<file path="src/tws_consts.svh">
// register offsets, field positions, status codes and timing counts of the two-wire slave
`ifndef TWS_CONSTS_SVH
`define TWS_CONSTS_SVH
`define TWS_OFF_CTRL   8'h00
`define TWS_OFF_STAT   8'h04
`define TWS_OFF_DATA   8'h08
`define TWS_OFF_OWN    8'h0C
`define TWS_B_EN       6
`define TWS_B_STA      5
`define TWS_B_STO      4
`define TWS_B_SI       3
`define TWS_B_AA       2
`define TWS_RST_BYTE   8'h00
`define TWS_ST_START   8'h08
`define TWS_ST_SW_AK   8'h60
`define TWS_ST_LSW_AK  8'h68
`define TWS_ST_GC_AK   8'h70
`define TWS_ST_LGC_AK  8'h78
`define TWS_ST_DW_AK   8'h80
`define TWS_ST_DW_NK   8'h88
`define TWS_ST_DG_AK   8'h90
`define TWS_ST_DG_NK   8'h98
`define TWS_ST_STOP    8'hA0
`define TWS_ST_SR_AK   8'hA8
`define TWS_ST_LSR_AK  8'hB0
`define TWS_ST_DT_AK   8'hB8
`define TWS_ST_DT_NK   8'hC0
`define TWS_ST_LAST_AK 8'hC8
`define TWS_ST_NONE    8'hF8
`define TWS_CLK_NS     4
`define TWS_T_HDSTA_NS 4000
`define TWS_HDSTA_CYC  ((`TWS_T_HDSTA_NS + `TWS_CLK_NS - 1) / `TWS_CLK_NS)
`define TWS_RESP_OK    2'b00
`define TWS_RESP_ERR   2'b10
`endif

</file>
<file path="src/tws_pkg.sv">
// types shared by the two-wire slave
package tws_pkg;
  typedef enum logic [2:0] {
    S_IDLE, S_ADDR, S_RX, S_ACKOUT, S_TX, S_ACKIN, S_HOLD, S_START
  } tws_state_t;
  // what the slave currently is, for bench visibility through mode_o (no register shows it)
  typedef struct packed {
    logic addressed;  // addressed as slave
    logic transmit;   // slave transmit when set, receive otherwise
    logic general;    // addressed by general call
  } tws_mode_t;
endpackage

</file>
<file path="src/tws_slave.sv">
// two-wire slave receiver/transmitter with AXI4-Lite registers
// How it works
// RULE1 - 88h with ack clear: ignore own and general call
// RULE2 - ack set: own address, general call if enabled
// RULE3 - start request set: START once bus free
// RULE4 - after 90h receive next byte, ack per bit
// RULE5 - general call byte nacked reports 98h
// RULE6 - stop or restart while addressed reports A0h; here only while addressed in receive mode
// RULE7 - software loads own address upper seven bits
// RULE8 - address bit zero enables general call response
// RULE9 - software sets enable and acknowledge bits
// RULE10 - software clears start and stop requests; here hardware clears the stop request when the flag is serviced
// RULE11 - read bit selects transmit, else receive
// RULE12 - after address flag set with valid status
// RULE13 - lost arbitration then read reports B0h
// RULE14 - ack bit cleared marks last sent byte
// RULE15 - after last byte C0h on nack, C8h on ack
// RULE16 - after last byte ignore master, release data
// RULE17 - ack bit zero: no own address response
// RULE18 - setting ack bit resumes address recognition
// RULE19 - ack bit cleared: nack next received byte
// RULE20 - status reads F8h while flag clear
//
// Chosen here: the AXI4-Lite interface to the registers and the register offsets.
`timescale 1ns/10ps
`include "tws_consts.svh"
module tws_slave (
  // clock and reset
  input  wire logic             aclk,
  input  wire logic             aresetn,
  // axi4-lite write
  input  wire logic [7:0]       s_axi_awaddr,
  input  wire logic             s_axi_awvalid,
  output logic                  s_axi_awready,
  input  wire logic [31:0]      s_axi_wdata,
  input  wire logic [3:0]       s_axi_wstrb,
  input  wire logic             s_axi_wvalid,
  output logic                  s_axi_wready,
  output logic [1:0]            s_axi_bresp,
  output logic                  s_axi_bvalid,
  input  wire logic             s_axi_bready,
  // axi4-lite read
  input  wire logic [7:0]       s_axi_araddr,
  input  wire logic             s_axi_arvalid,
  output logic                  s_axi_arready,
  output logic [31:0]           s_axi_rdata,
  output logic [1:0]            s_axi_rresp,
  output logic                  s_axi_rvalid,
  input  wire logic             s_axi_rready,
  // two-wire pins, enables low while pulling the line low
  input  wire logic             scl_i,
  output logic                  scl_o,
  output logic                  scl_oe_n,
  input  wire logic             sda_i,
  output logic                  sda_o,
  output logic                  sda_oe_n,
  // slave mode, for observation
  output tws_pkg::tws_mode_t    mode_o
);
  import tws_pkg::*;

  // cycles that the generated start holds data low before the flag is set; the clock is never pulled
  localparam int unsigned HDSTA = `TWS_HDSTA_CYC;

  // pin synchronisers; scl_s[0] and sda_s[0] are read only by the next stage
  logic [2:0] scl_s, sda_s;
  always_ff @(posedge aclk) begin
    if (!aresetn) begin
      scl_s <= 3'h7;
      sda_s <= 3'h7;
    end else begin
      scl_s <= {scl_s[1:0], scl_i};
      sda_s <= {sda_s[1:0], sda_i};
    end
  end
  wire scl_rise  = scl_s[1] & ~scl_s[2];
  wire scl_fall  = ~scl_s[1] & scl_s[2];
  wire start_ev  = scl_s[1] & scl_s[2] & sda_s[2] & ~sda_s[1];
  wire stop_ev   = scl_s[1] & scl_s[2] & ~sda_s[2] & sda_s[1];

  // axi state
  logic        aw_q, aw_d, w_q, w_d, bv_q, bv_d, rv_q, rv_d;
  logic [7:0]  awa_q, awa_d;
  logic [7:0]  wd_q, wd_d;
  logic        ws_q, ws_d;
  logic [1:0]  br_q, br_d, rr_q, rr_d;
  logic [31:0] rd_q, rd_d;
  logic        wr_go;                    // both write channels taken

  // protocol state
  tws_state_t  st_q, st_d;
  logic [3:0]  cnt_q, cnt_d;             // bit counter
  logic [7:0]  sh_q, sh_d;               // shift register
  logic [11:0] tmr_q, tmr_d;             // start hold timer
  logic        ack_q, ack_d;             // ack to send or ack seen
  logic        gc_q, gc_d, rw_q, rw_d, adr_q, adr_d;
  logic        last_q, last_d, cont_q, cont_d, lost_q, lost_d;
  logic        pend_q, pend_d, free_q, free_d;
  // software-visible fields
  logic        en_q, en_d, sta_q, sta_d, sto_q, sto_d, si_q, si_d, aa_q, aa_d;
  logic [7:0]  stat_q, stat_d, dat_q, dat_d, own_q, own_d;
  logic        own_hit, gc_hit;

  // status shown to software
  function automatic logic [7:0] stat_view(input logic si, input logic [7:0] st);
    stat_view = si ? st : `TWS_ST_NONE;  // see RULE20
  endfunction

  // register read mux, shared by the read path
  function automatic logic [31:0] reg_rd(input logic [7:0] a);
    case (a)
      `TWS_OFF_CTRL: reg_rd = {24'h0, 1'b0, en_q, sta_q, sto_q, si_q, aa_q, 2'b00};
      `TWS_OFF_STAT: reg_rd = {24'h0, stat_view(si_q, stat_q)};
      `TWS_OFF_DATA: reg_rd = {24'h0, dat_q};
      `TWS_OFF_OWN:  reg_rd = {24'h0, own_q};
      default:       reg_rd = 32'h0;
    endcase
  endfunction

  function automatic logic mapped(input logic [7:0] a);
    mapped = (a == `TWS_OFF_CTRL) || (a == `TWS_OFF_STAT) || (a == `TWS_OFF_DATA) || (a == `TWS_OFF_OWN);
  endfunction

  // axi handshakes: each channel taken once, answer after both
  assign s_axi_awready = !aw_q && !bv_q;
  assign s_axi_wready  = !w_q && !bv_q;
  assign s_axi_arready = !rv_q;
  assign s_axi_bvalid  = bv_q;
  assign s_axi_bresp   = br_q;
  assign s_axi_rvalid  = rv_q;
  assign s_axi_rresp   = rr_q;
  assign s_axi_rdata   = rd_q;
  assign wr_go = aw_q && w_q;

  // axi next state
  always_comb begin
    aw_d = aw_q; awa_d = awa_q; w_d = w_q; wd_d = wd_q; ws_d = ws_q;
    bv_d = bv_q; br_d = br_q; rv_d = rv_q; rr_d = rr_q; rd_d = rd_q;
    if (s_axi_awvalid && s_axi_awready) begin
      aw_d  = 1'b1;
      awa_d = s_axi_awaddr;
    end
    if (s_axi_wvalid && s_axi_wready) begin
      w_d  = 1'b1;
      wd_d = s_axi_wdata[7:0];
      ws_d = s_axi_wstrb[0];             // all registers sit in byte lane 0
    end
    if (wr_go) begin
      aw_d = 1'b0;
      w_d  = 1'b0;
      bv_d = 1'b1;
      br_d = mapped(awa_q) ? `TWS_RESP_OK : `TWS_RESP_ERR;
    end else if (bv_q && s_axi_bready) begin
      bv_d = 1'b0;
    end
    if (s_axi_arvalid && s_axi_arready) begin
      rv_d = 1'b1;
      rd_d = reg_rd(s_axi_araddr);
      rr_d = mapped(s_axi_araddr) ? `TWS_RESP_OK : `TWS_RESP_ERR;
    end else if (rv_q && s_axi_rready) begin
      rv_d = 1'b0;
    end
  end

  always_ff @(posedge aclk) begin
    if (!aresetn) begin
      aw_q <= 1'b0; awa_q <= 8'h00; w_q <= 1'b0; wd_q <= 8'h00; ws_q <= 1'b0;
      bv_q <= 1'b0; br_q <= 2'b00; rv_q <= 1'b0; rr_q <= 2'b00; rd_q <= 32'h0;
    end else begin
      aw_q <= aw_d; awa_q <= awa_d; w_q <= w_d; wd_q <= wd_d; ws_q <= ws_d;
      bv_q <= bv_d; br_q <= br_d; rv_q <= rv_d; rr_q <= rr_d; rd_q <= rd_d;
    end
  end

  // address match, gated by enable and the acknowledge bit
  assign own_hit = en_q && aa_q && (sh_q[7:1] == own_q[7:1]);                 // see RULE17 RULE18
  assign gc_hit  = en_q && aa_q && own_q[0] && (sh_q == 8'h00);               // see RULE8 RULE2

  // protocol next state; hardware events are applied after software writes so a set wins
  always_comb begin
    st_d = st_q; cnt_d = cnt_q; sh_d = sh_q; tmr_d = tmr_q; ack_d = ack_q;
    gc_d = gc_q; rw_d = rw_q; adr_d = adr_q; last_d = last_q; cont_d = cont_q;
    lost_d = lost_q; pend_d = pend_q; free_d = free_q;
    en_d = en_q; sta_d = sta_q; sto_d = sto_q; si_d = si_q; aa_d = aa_q;
    stat_d = stat_q; dat_d = dat_q; own_d = own_q;
    // software writes
    if (wr_go && ws_q) begin
      case (awa_q)
        `TWS_OFF_CTRL: begin
          en_d  = wd_q[`TWS_B_EN];
          sta_d = wd_q[`TWS_B_STA];
          sto_d = wd_q[`TWS_B_STO];
          aa_d  = wd_q[`TWS_B_AA];
          if (!wd_q[`TWS_B_SI]) begin
            si_d = 1'b0;                 // writing zero services the flag
          end
        end
        `TWS_OFF_DATA: dat_d = wd_q;
        `TWS_OFF_OWN:  own_d = wd_q;
        default: ;
      endcase
    end
    if (stop_ev) begin
      free_d = 1'b1;
    end else if (start_ev) begin
      free_d = 1'b0;
    end
    case (st_q)
      S_IDLE: begin
        // not addressed: only a start or our own pending start request wakes us, extra clocks are ignored
        if (start_ev) begin
          st_d  = S_ADDR;
          cnt_d = 4'h0;
          if (pend_q) begin
            lost_d = 1'b1;               // another master took the bus first
          end
        end else if (pend_q && free_q && !si_q && en_q) begin
          st_d  = S_START;               // see RULE3
          tmr_d = 12'h000;
        end
      end
      S_ADDR, S_RX: begin
        if (scl_rise) begin
          sh_d  = {sh_q[6:0], sda_s[1]};
          cnt_d = cnt_q + 4'h1;
        end else if (scl_fall && cnt_q == 4'h8) begin
          st_d = S_ACKOUT;
          if (st_q == S_ADDR) begin
            ack_d = own_hit || (gc_hit && !sh_q[0]);
            gc_d  = !own_hit;
            rw_d  = own_hit && sh_q[0];  // see RULE11
          end else begin
            ack_d = aa_q;                // see RULE19 RULE4
            dat_d = sh_q;
          end
        end
      end
      S_ACKOUT: begin
        if (scl_fall) begin
          if (!adr_q && !ack_q) begin
            st_d = S_IDLE;               // not for us
          end else begin
            st_d = S_HOLD;
            si_d = 1'b1;                 // see RULE12
            if (!adr_q) begin
              adr_d  = 1'b1;
              cont_d = 1'b1;
              if (rw_q) begin
                stat_d = lost_q ? `TWS_ST_LSR_AK : `TWS_ST_SR_AK;   // see RULE13
              end else if (gc_q) begin
                stat_d = lost_q ? `TWS_ST_LGC_AK : `TWS_ST_GC_AK;
              end else begin
                stat_d = lost_q ? `TWS_ST_LSW_AK : `TWS_ST_SW_AK;
              end
            end else begin
              cont_d = ack_q;
              if (gc_q) begin
                stat_d = ack_q ? `TWS_ST_DG_AK : `TWS_ST_DG_NK;     // see RULE5
              end else begin
                stat_d = ack_q ? `TWS_ST_DW_AK : `TWS_ST_DW_NK;
              end
            end
          end
        end
      end
      S_TX: begin
        if (scl_fall) begin
          sh_d  = {sh_q[6:0], 1'b1};
          cnt_d = cnt_q + 4'h1;
          if (cnt_q == 4'h7) begin
            st_d = S_ACKIN;
          end
        end
      end
      S_ACKIN: begin
        if (scl_rise) begin
          ack_d = ~sda_s[1];
        end else if (scl_fall) begin
          st_d   = S_HOLD;
          si_d   = 1'b1;
          cont_d = ack_q && !last_q;
          if (ack_q) begin
            stat_d = last_q ? `TWS_ST_LAST_AK : `TWS_ST_DT_AK;      // see RULE15
          end else begin
            stat_d = `TWS_ST_DT_NK;
          end
        end
      end
      S_HOLD: begin
        // clock is stretched while the flag waits, but only when the transfer goes on
        if (!si_q) begin
          sto_d = 1'b0;
          cnt_d = 4'h0;
          if (cont_q && rw_q) begin
            st_d   = S_TX;
            sh_d   = dat_q;
            last_d = !aa_q;              // see RULE14
          end else if (cont_q) begin
            st_d = S_RX;
          end else begin
            st_d   = S_IDLE;             // see RULE1 RULE2 RULE6 RULE16
            adr_d  = 1'b0;
            lost_d = 1'b0;
            pend_d = sta_q;              // see RULE3
          end
        end
      end
      S_START: begin
        tmr_d = tmr_q + 12'h001;
        if (tmr_q == 12'(HDSTA - 1)) begin
          st_d   = S_HOLD;
          si_d   = 1'b1;
          cont_d = 1'b0;
          pend_d = 1'b0;
          stat_d = `TWS_ST_START;
        end
      end
      default: st_d = S_IDLE;
    endcase
    // bus conditions inside a transfer
    if ((start_ev || stop_ev) && st_q != S_IDLE && st_q != S_START && st_q != S_HOLD) begin
      if (adr_q && !rw_q) begin
        st_d   = S_HOLD;                 // see RULE6
        si_d   = 1'b1;
        cont_d = 1'b0;
        stat_d = `TWS_ST_STOP;
      end else begin
        st_d  = start_ev ? S_ADDR : S_IDLE;
        cnt_d = 4'h0;
        adr_d = 1'b0;
      end
    end
    if (!en_q) begin
      st_d  = S_IDLE;                    // disabled interface leaves the bus alone
      adr_d = 1'b0;
    end
  end

  always_ff @(posedge aclk) begin
    if (!aresetn) begin
      st_q <= S_IDLE; cnt_q <= 4'h0; sh_q <= `TWS_RST_BYTE; tmr_q <= 12'h000;
      ack_q <= 1'b0; gc_q <= 1'b0; rw_q <= 1'b0; adr_q <= 1'b0; last_q <= 1'b0;
      cont_q <= 1'b0; lost_q <= 1'b0; pend_q <= 1'b0; free_q <= 1'b1;
      en_q <= 1'b0; sta_q <= 1'b0; sto_q <= 1'b0; si_q <= 1'b0; aa_q <= 1'b0;
      stat_q <= `TWS_ST_NONE; dat_q <= `TWS_RST_BYTE; own_q <= `TWS_RST_BYTE;
    end else begin
      st_q <= st_d; cnt_q <= cnt_d; sh_q <= sh_d; tmr_q <= tmr_d;
      ack_q <= ack_d; gc_q <= gc_d; rw_q <= rw_d; adr_q <= adr_d; last_q <= last_d;
      cont_q <= cont_d; lost_q <= lost_d; pend_q <= pend_d; free_q <= free_d;
      en_q <= en_d; sta_q <= sta_d; sto_q <= sto_d; si_q <= si_d; aa_q <= aa_d;
      stat_q <= stat_d; dat_q <= dat_d; own_q <= own_d;
    end
  end

  // pins: data pulled low for ack, zero bits and start; released otherwise (ones)
  assign sda_o    = 1'b0;
  assign scl_o    = 1'b0;
  // a generated start keeps data low until serviced: letting go while the clock is high would be a stop
  assign sda_oe_n = !((st_q == S_ACKOUT && ack_q) || (st_q == S_TX && !sh_q[7]) || st_q == S_START ||
                      (st_q == S_HOLD && stat_q == `TWS_ST_START));    // see RULE3
  assign scl_oe_n = !(st_q == S_HOLD && cont_q);
  assign mode_o   = '{addressed: adr_q, transmit: rw_q, general: gc_q};
endmodule // tws_slave

</file>
<file path="config.mk">
export PLATFORM = sky130hd
export DESIGN_NAME = tws_slave
export DESIGN_NICKNAME = d
export VERILOG_FILES = /design/src/tws_pkg.sv /design/src/tws_slave.sv
export VERILOG_INCLUDE_DIRS = /design/src
export SDC_FILE = /design/constraint.sdc
export NUM_CORES = 1
export LEC_CHECK = 0
export BUFFER_PORTS_ARGS = -buffer_cell sky130_fd_sc_hd__buf_4
export CAP_MARGIN = 15
export CORE_ASPECT_RATIO = 0.5
export CORE_MARGIN = 5
export CORE_UTILIZATION = 55
export DETAILED_ROUTE_END_ITERATION = 12
export PLACE_DENSITY = 0.8
export RECOVER_POWER = 25
export SYNTH_ARGS = -nofsm -noshare
export SYNTH_HDL_FRONTEND = slang
export SYNTH_SLANG_ARGS = --single-unit
</file>
<file path="constraint.sdc">
create_clock -name aclk -period 2.4 [get_ports aclk]
set_input_delay 0.48 -clock aclk [delete_from_list [all_inputs] [get_ports aclk]]
set_output_delay 0.48 -clock aclk [all_outputs]
set_load 0.05 [all_outputs]
</file>
# == After elaboration in Yosys (flattened, before gate mapping) ==
# Cells that the tools add are included.
# totals
out_inout_bits,48
register_bits,128
inputBits,61
wordCells,289
# op_classes
n_bitwise,14
n_reduce_logical,82
eq_ne,44
mux,114
add_sub_neg,2
# op_table
cell,n
8-bit 2-to-1 mux,20
8-bit case mux with 3 select lines,2
1-bit 2-to-1 mux,47
3-bit 2-to-1 mux,15
"8-bit by 4-bit == test with 1-bit output, second input constant",5
4-bit 2-to-1 mux,10
"3-bit inequality test, second input constant",11
8-bit case mux with 4 select lines,1
1-bit logical AND,30
"2-bit inequality test, second input constant",14
8-bit zero test,3
12-bit 2-to-1 mux,2
12-bit case mux with 2 select lines,1
3-bit case mux with 7 select lines,1
"8-bit by 3-bit == test with 1-bit output, second input constant",2
4-bit case mux with 4 select lines,1
1-bit zero test,15
5-bit 2-to-1 mux,3
7-bit 2-to-1 mux,2
"12-bit by 1-bit adder with 12-bit output, second input constant",1
"12-bit by 10-bit == test with 1-bit output, second input constant",1
"3-bit == test, second input constant",4
2-bit nonzero test,6
1-bit logical OR,11
21 further kinds,48

# == Logic depth before layout (Yosys ltp) ==
# Gate-level depths: netlist of run 1.
# logic_depth
word_depth,9
mapped_depth,7
ltp_nobuf,7

# == Worst setup path before layout of run 1 ==
# No wires, ideal clock.
# synth_timing
path_kind,reg-to-output
start,register st_q[1]
end,output sda_oe_n
path_buffers,3
t_arrival_ns,1.709
t_required_ns,1.920
slack_ns,0.211
stages_incl_launch_ff,7
cell_sequence,dfxtp_1 clkbuf_1 clkbuf_1 buf_1 o21ai_0 o21ai_0 nand2_1
# synth_via
elab_chain_cells,6
elab_cells_between_ends,11
classes_between,eq/ne: 4; reduce/logical: 7
# synth_rtl
element,line,rtl
start: declaration,tws_slave.sv:91,"tws_state_t st_q, st_d;"
start signal: assignment,tws_slave.sv:341,st_q <= S_IDLE; cnt_q <= 4'h0; sh_q <= `TWS_RST_BYTE; tmr_q <= 12'h000;
start signal: assignment,tws_slave.sv:347,st_q <= st_d; cnt_q <= cnt_d; sh_q <= sh_d; tmr_q <= tmr_d;
3-bit by 2-bit == test with 1-bit output or 3-bit == test (tied branches),tws_slave.sv:359,assign sda_oe_n = !((st_q == S_ACKOUT && ack_q) || (st_q == S_TX && !sh_q[7]) || st_q == S_START ||
1-bit logical AND,tws_slave.sv:359,
1-bit logical OR (2 in series),tws_slave.sv:359,
1-bit logical OR (*),tws_slave.sv:359,
1-bit zero test (*),tws_slave.sv:359,
end: declaration,tws_slave.sv:56,"output logic sda_oe_n,"
# Every way passes the cells marked *; elsewhere a longest branch is shown, timed or not.

# == Worst setup path after layout of run 1 ==
# layout_timing
start,register st_q[1]
end,output scl_oe_n
# layout_via
elab_chain_cells,3
# layout_rtl
element,line,rtl
3-bit == test,tws_slave.sv:361,assign scl_oe_n = !(st_q == S_HOLD && cont_q);
1-bit logical AND,tws_slave.sv:361,
1-bit zero test,tws_slave.sv:361,
end: declaration,tws_slave.sv:53,"output logic scl_oe_n,"
# No other way between the ends.

==> flow_summary_export.csv, run 1 <==
group,metric,value,unit
grt,grt.total_usage,23.4,%
finish,drive_gt1_share,14.3,%
clocking,cts-htree-levels,3,
run_status,status,"complete, no violations",
finish,layout.cells.non_filler,832,
synth,netlist_top_cells_count,"dfxtp_1 (102), nand2_1 (61), a21oi_1 (60), nor2_1 (58), o21ai_0 (37)",
synth,ys_ff_latch,102,
synth,synth_cell_types,69,
power,p_clk_share,39.9,%
drt,drc,0,
timing,finClkSkew,0.00764,ns
hold_path,hold_depth,2,
job,drv_cap,0,
drt,vias,4927,
critical_path,worstRegToRegCells,6,
power,power_leakage,2.36,nW
placement,io_buffers,53,
critical_path,r2r_end,"stat_q[1]",
placement,dpl-instance-area,5840,um2
grt,grt_first_pass_wirelength,22500,um
die,die_h,79.8,um
critical_path,setup.worst_path.class,"reg2out",
die,row_count,25,
clocking,cts_buffers,9,
power,vdd_ir_drop_max,0.000379,V
power,switchingPower,0.957,mW
finish,fillers,825,
critical_path,crit_required,1.92,ns
drt,met1_length,6080,um
power,sw_frac_of_total,27.3,%
die,io_pins,109,
drt,firstDrtPassIters,6,
drt,drt-total-wl,13600,um
drt,wl_met3,1100,um
synth,ys_top_cells_by_area,"dfxtp_1 (38%), a21oi_1 (5.6%), mux2i_1 (5.6%)",
grt,antenna_found_initial,0,
finish,n_antenna_cell,0,
hold_path,worstHoldEndpoint,"s_axi_rvalid",
clocking,clock_sinks,102,
synth,syn_inst,645,
drt,drt_iter0_drc,637,
synth,ys_async_sr_fraction,0,%
die,design.core.area,9480,um2
clocking,clk_latency,0.35,ns
grt,grt_pass1_vias,4527,
timing,post-route-min-period,2.26,ns
drt,top_layer,"met4",
synth,syn_area,5360,um2
synth,yosysWarnings,0,
synth,syn_area_per_cell,8.31,um2
finish,syn2layout_area_growth,13.9,%
drt,ant_nets,0,
critical_path,path_max_fanout,8,
power,p_int,2.54,mW
timing,setup_viol,0,
synth,ys.flop_type,"dfxtp_1",
timing,tns,0,ns
clocking,cts_tree,"done",
timing,tightestPinTransition,0.823,ns
hold_path,hp-class,"in2reg",
synth,synth_top_area_cell,"dfxtp_1",
grt,grt.overflow.total,0,
clocking,clkTransAtPathRegs,0.07,ns
timing,max_freq,0.442,GHz
die,initial_utilization,56.6,%
critical_path,endpoint_kind,"primary output",
drt,wire_per_inst,16.3,um
critical_path,r2r_start,"scl_s[2]",
power,combPwrFrac,10.1,%
placement,hpwl,9760,um
timing,rsz0062_at_grt,"false",
power,power_density,573,nW/um2
critical_path,rrSetupSlack,0.26,ns
placement,gp_congestion,0.935,
clocking,post_cts_buffers,0,
drt,routed_via_density,5.92,
synth,post-synth-top-count-cell,"dfxtp_1",
timing,report.final.hold_viol_count,0,
drt,met2_length,6080,um
critical_path,cp_data_arrival_time,1.78,ns
synth,synth_enable_flop_cells,0,
critical_path,start_kind,"flop",
placement,dpl.cell_count,817,
synth,yosysTopAreaCellShare,38.1,%
finish,design_area,6110,um2
timing,report.final.slew_viol_count,0,
timing,post-route-period-util,94.4,%
clocking,clockRootBuffer,"clkbuf_16",
clocking,cts_hold_buf,0,
die,dieArea,11900,um2
timing,max_slew_margin,45.1,%
clocking,cts_max_path_buffers,2,
synth,seq_area_frac_synth,38.1,%
die,die_w,150,um
finish,fin_nets,757,
power,power_frac_seq,50.1,%
grt,grt_max_degree,35,
hold_path,hp-start,"s_axi_rready",
-- state kept, by name, indices dropped and copies added (netlist names), 3 cells and up --
| name | flops |
|---|---|
| awa_q | 8 |
| cnt_q | 4 |
| dat_q | 8 |
| own_q | 8 |
| s_axi_rdata | 8 |
| scl_s | 3 |
| sda_s | 3 |
| sh_q | 8 |
| st_q | 3 |
| stat_q | 8 |
| tmr_q | 12 |
| wd_q | 8 |
-- kinds of logic (layout without fill, tap and decap cells) --
family / Yosys count / after routing / share of synthesized area (%)
muxes: 31 / 31 / 5.81
other: 1 / 28 / 0.0699
AOI/OAI and AO/OA: 191 / 191 / 23.2
buffers and inverters: 74 / 99 / 7.56
DFF: 102 / 102 / 38.1
xor gates and xnor gates: 16 / 16 / 2.61
adders and majority gates: 4 / 4 / 0.887
and+or+nand+nor: 226 / 226 / 21.8
-- cells in the final DEF, fill, tap and decap left out, types with 11 or more instances in the layout --
cell	synthesis	routed
dfxtp_1	102	102
buf_4	31	69
nand2_1	61	61
a21oi_1	60	60
nor2_1	58	57
o21ai_0	37	37
mux2i_1	30	30
conb_1	1	28
nand2b_1	19	19
nor2b_1	15	15
nand3_1	13	13
and2_1	11	11
a31oi_1	11	11
o22ai_1	11	11
-- through the flow --
stage / utilization [%] / setup slack, ns / hold slack, ns / power [mW]
5_1_grt: 64.4 / 0.0385 / 0.308 / 3.64
4_1_cts: 64.5 / 0.0808 / 0.298 / 3.52
6_report: 64.4 / 0.135 / 0.303 / 3.50
2_1_floorplan: - / 0.211 / 0.386 / 2.07
3_5_place_dp: 61.6 / 0.305 / 0.396 / 2.14
3_3_place_gp: 61.6 / 0.360 / 0.388 / 2.13
-- power by group through the flow --
| stage | Sequential [mW] | Clock, mW | Combinational, mW |
|---|---|---|---|
| 2_1_floorplan | 1.80 | 0 | 0.276 |
| 3_3_place_gp | 1.79 | 0 | 0.345 |
| 3_5_place_dp | 1.79 | 0 | 0.350 |
| 4_1_cts | 1.75 | 1.42 | 0.352 |
| 5_1_grt | 1.76 | 1.50 | 0.378 |
| 6_report | 1.75 | 1.39 | 0.352 |
-- routing by layer --
layer  up-vias  global-route usage [%]
li1       2391                       -
met1      2289                    31.2
met2       216                    37.2
met3        31                    5.84
met4         0                    7.49
met5         -                       0
-- how the worst max path moves through the flow --
| stage | startpoint | end | slack (ns) |
|---|---|---|---|
| 4_1_cts | st_q[1] | scl_oe_n | 0.08 |
| 5_1_grt | st_q[1] | scl_oe_n | 0.04 |
| 3_3_place_gp | scl_s[1] | stat_q[2] | 0.36 |
| 2_1_floorplan | st_q[1] | sda_oe_n | 0.21 |
| 3_5_place_dp | sda_s[1] | stat_q[1] | 0.30 |
| 6_report | st_q[1] | scl_oe_n | 0.14 |
-- critical path: stages (launching register included) --
cell	delay, ns
dfxtp_1	0.51
nand2_1	0.21
nor2_2	0.22
buf_4	0.23
nand2_1	0.07
buf_4	0.20
-- area by class of cell --
cell class	instances	area, um2	area share [%]
multi-input cells	496	3020	49.4
flip-flops and latches	102	2040	33.4
repair buffers	75	564	9.24
clock buffers	9	225	3.69
well taps	135	169	2.77
clock inverters	6	53.8	0.881
inverters	9	33.8	0.553
-- repair_timing --
action,4_1_cts,5_1_grt
endpoints found under the setup margin,0,2
endpoints found under the hold margin,0,0
resized for setup,0,2
Power figures use the tool's default switching activity.
==> inputs of run 2 (changes only) <==
--- a/config.mk
+++ b/config.mk
@@ -8,11 +8,13 @@
 export LEC_CHECK = 0
 export BUFFER_PORTS_ARGS = -buffer_cell sky130_fd_sc_hd__buf_4
 export CAP_MARGIN = 15
+export CELL_PAD_IN_SITES_DETAIL_PLACEMENT = 0
+export CELL_PAD_IN_SITES_GLOBAL_PLACEMENT = 1
 export CORE_ASPECT_RATIO = 0.5
 export CORE_MARGIN = 5
-export CORE_UTILIZATION = 55
+export CORE_UTILIZATION = 41
 export DETAILED_ROUTE_END_ITERATION = 12
-export PLACE_DENSITY = 0.8
+export PLACE_DENSITY_LB_ADDON = 0.1
 export RECOVER_POWER = 25
 export SYNTH_ARGS = -nofsm -noshare
 export SYNTH_HDL_FRONTEND = slang
==> flow_summary_export.csv, run 2 (same netlist as run 1, synthesis figures left out) <==
group,metric,value,unit
run_status,status,"complete, no violations",
grt,antenna_found_initial,0,
placement,place_ws,0.289,ns
grt,grt.total_usage,18.5,%
finish,design_area,6190,um2
timing,rsz0062_at_grt,"false",
die,row_count,29,
critical_path,cp_data_arrival_time,1.77,ns
finish,final_common_cell,"dfxtp_1",
grt,grt.overflow.total,0,
clocking,clk_latency,0.35,ns
drt,drt-total-wl,14400,um
clocking,clock_sinks,102,
drt,firstDrtPassIters,5,
placement,dpl.cell_count,855,
die,die_h,90.9,um
hold_path,hp-class,"in2reg",
grt,grt_first_pass_wirelength,23400,um
finish,fin_util,48.6,%
grt,grt_pass1_vias,4430,
finish,final_cell_mix,"dfxtp_1 (101), buf_4 (74), nand2_1 (61), a21oi_1 (60), nor2_1 (58)",
drt,ant_nets,0,
placement,dpl-instance-area,5900,um2
die,dieArea,15600,um2
die,initial_utilization,42.1,%
die,io_pins,109,
critical_path,setup.worst_path.class,"reg2out",
placement,gp_congestion,0.831,
timing,tightestPinTransition,1.31,ns
die,die_w,172,um
placement,hpwl,10400,um
drt,routed_via_density,5.54,
clocking,post_cts_buffers,0,
clocking,cts_tree,"done",
timing,post-route-min-period,2.25,ns
job,drv_cap,0,
timing,setup_viol,0,
timing,report.final.hold_viol_count,0,
drt,wire_per_inst,16.6,um
clocking,cts_max_path_buffers,2,
finish,layout.cells.non_filler,871,
finish,largest_reg_flops,12,
finish,fin_nets,760,
power,power_leakage,2.39,nW
drt,drt_iter0_drc,403,
clocking,cts_buffers,9,
timing,finClkSkew,0.0119,ns
timing,tns,0,ns
clocking,clkTransAtPathRegs,0.08,ns
power,vdd_ir_drop_max,0.000295,V
clocking,clockRootBuffer,"clkbuf_16",
finish,drive_gt1_share,15.0,%
critical_path,start_kind,"flop",
placement,io_buffers,53,
grt,grt_max_degree,40,
critical_path,path_max_fanout,10,
timing,post-route-period-util,93.9,%
finish,n_antenna_cell,0,
timing,worst_slack,0.146,ns
timing,report.final.slew_viol_count,0,
finish,top_register,"tmr_q",
finish,fillers,1291,
timing,max_slew_margin,12.9,%
power,power_density,578,nW/um2
drt,drc,0,
critical_path,crit_required,1.92,ns
clocking,cts-htree-levels,3,
finish,syn2layout_area_growth,15.4,%
drt,vias,4826,
timing,max_freq,0.444,GHz
critical_path,endpoint_kind,"primary output",
die,design.core.area,12700,um2
==> run 2: worst max-delay path: stages (launching register included) <==
cell and delay [ns]:
dfxtp_1 0.54, nand2_1 0.18, nor2_1 0.35, nand2_1 0.13, buf_4 0.21
==> run 2: power breakdown <==
| group | total (mW) | internal, mW | switching, mW |
|---|---|---|---|
| registers | 1.75 | 1.72 | 0.0302 |
| logic | 0.355 | 0.103 | 0.252 |
| clock network | 1.47 | 0.737 | 0.733 |
==> run 2: cell type report <==
class | count | area (um2) | share of cell area [%]
clock buffer | 10 | 229 | 3.70
tap | 170 | 213 | 3.44
clock inverter | 6 | 63.8 | 1.03
timing repair buffer | 78 | 587 | 9.49
sequential | 102 | 2040 | 33.0
inverter | 9 | 33.8 | 0.546
multi-input combinational | 496 | 3020 | 48.8
==> run 2: path summary, 6_finish.rpt <==
check | from | to | slack (ns) | depth (start not counted)
min reg2reg | sda_s[0] | sda_s[1] | 0.41 | 1
max reg2reg | st_q[0] | tmr_q[9] | 0.27 | 6
max | st_q[1] | scl_oe_n | 0.15 | 4
min | s_axi_rready | s_axi_rvalid | 0.30 | 2
==> run 2: metal layers <==
layer	GRT usage [%]	wire length (um)
met3	4.24	940
met1	27.4	7240
met5	0	0
met4	3.86	143
met2	27.3	6110
==> run 2: repair_timing <==
action / 4_1_cts / 5_1_grt
endpoints found under the setup margin: 1 / 0
hold buffers: 0 / 0
gates resized for setup: 1 / 0
==> run 2: per-stage QoR <==
stage	total power [mW]	hold slack, ns
after floorplan	2.07	0.386
after detailed placement	2.15	0.396
final	3.58	0.297
after global placement	2.14	0.388
after global routing	3.72	0.300
after CTS	3.61	0.287
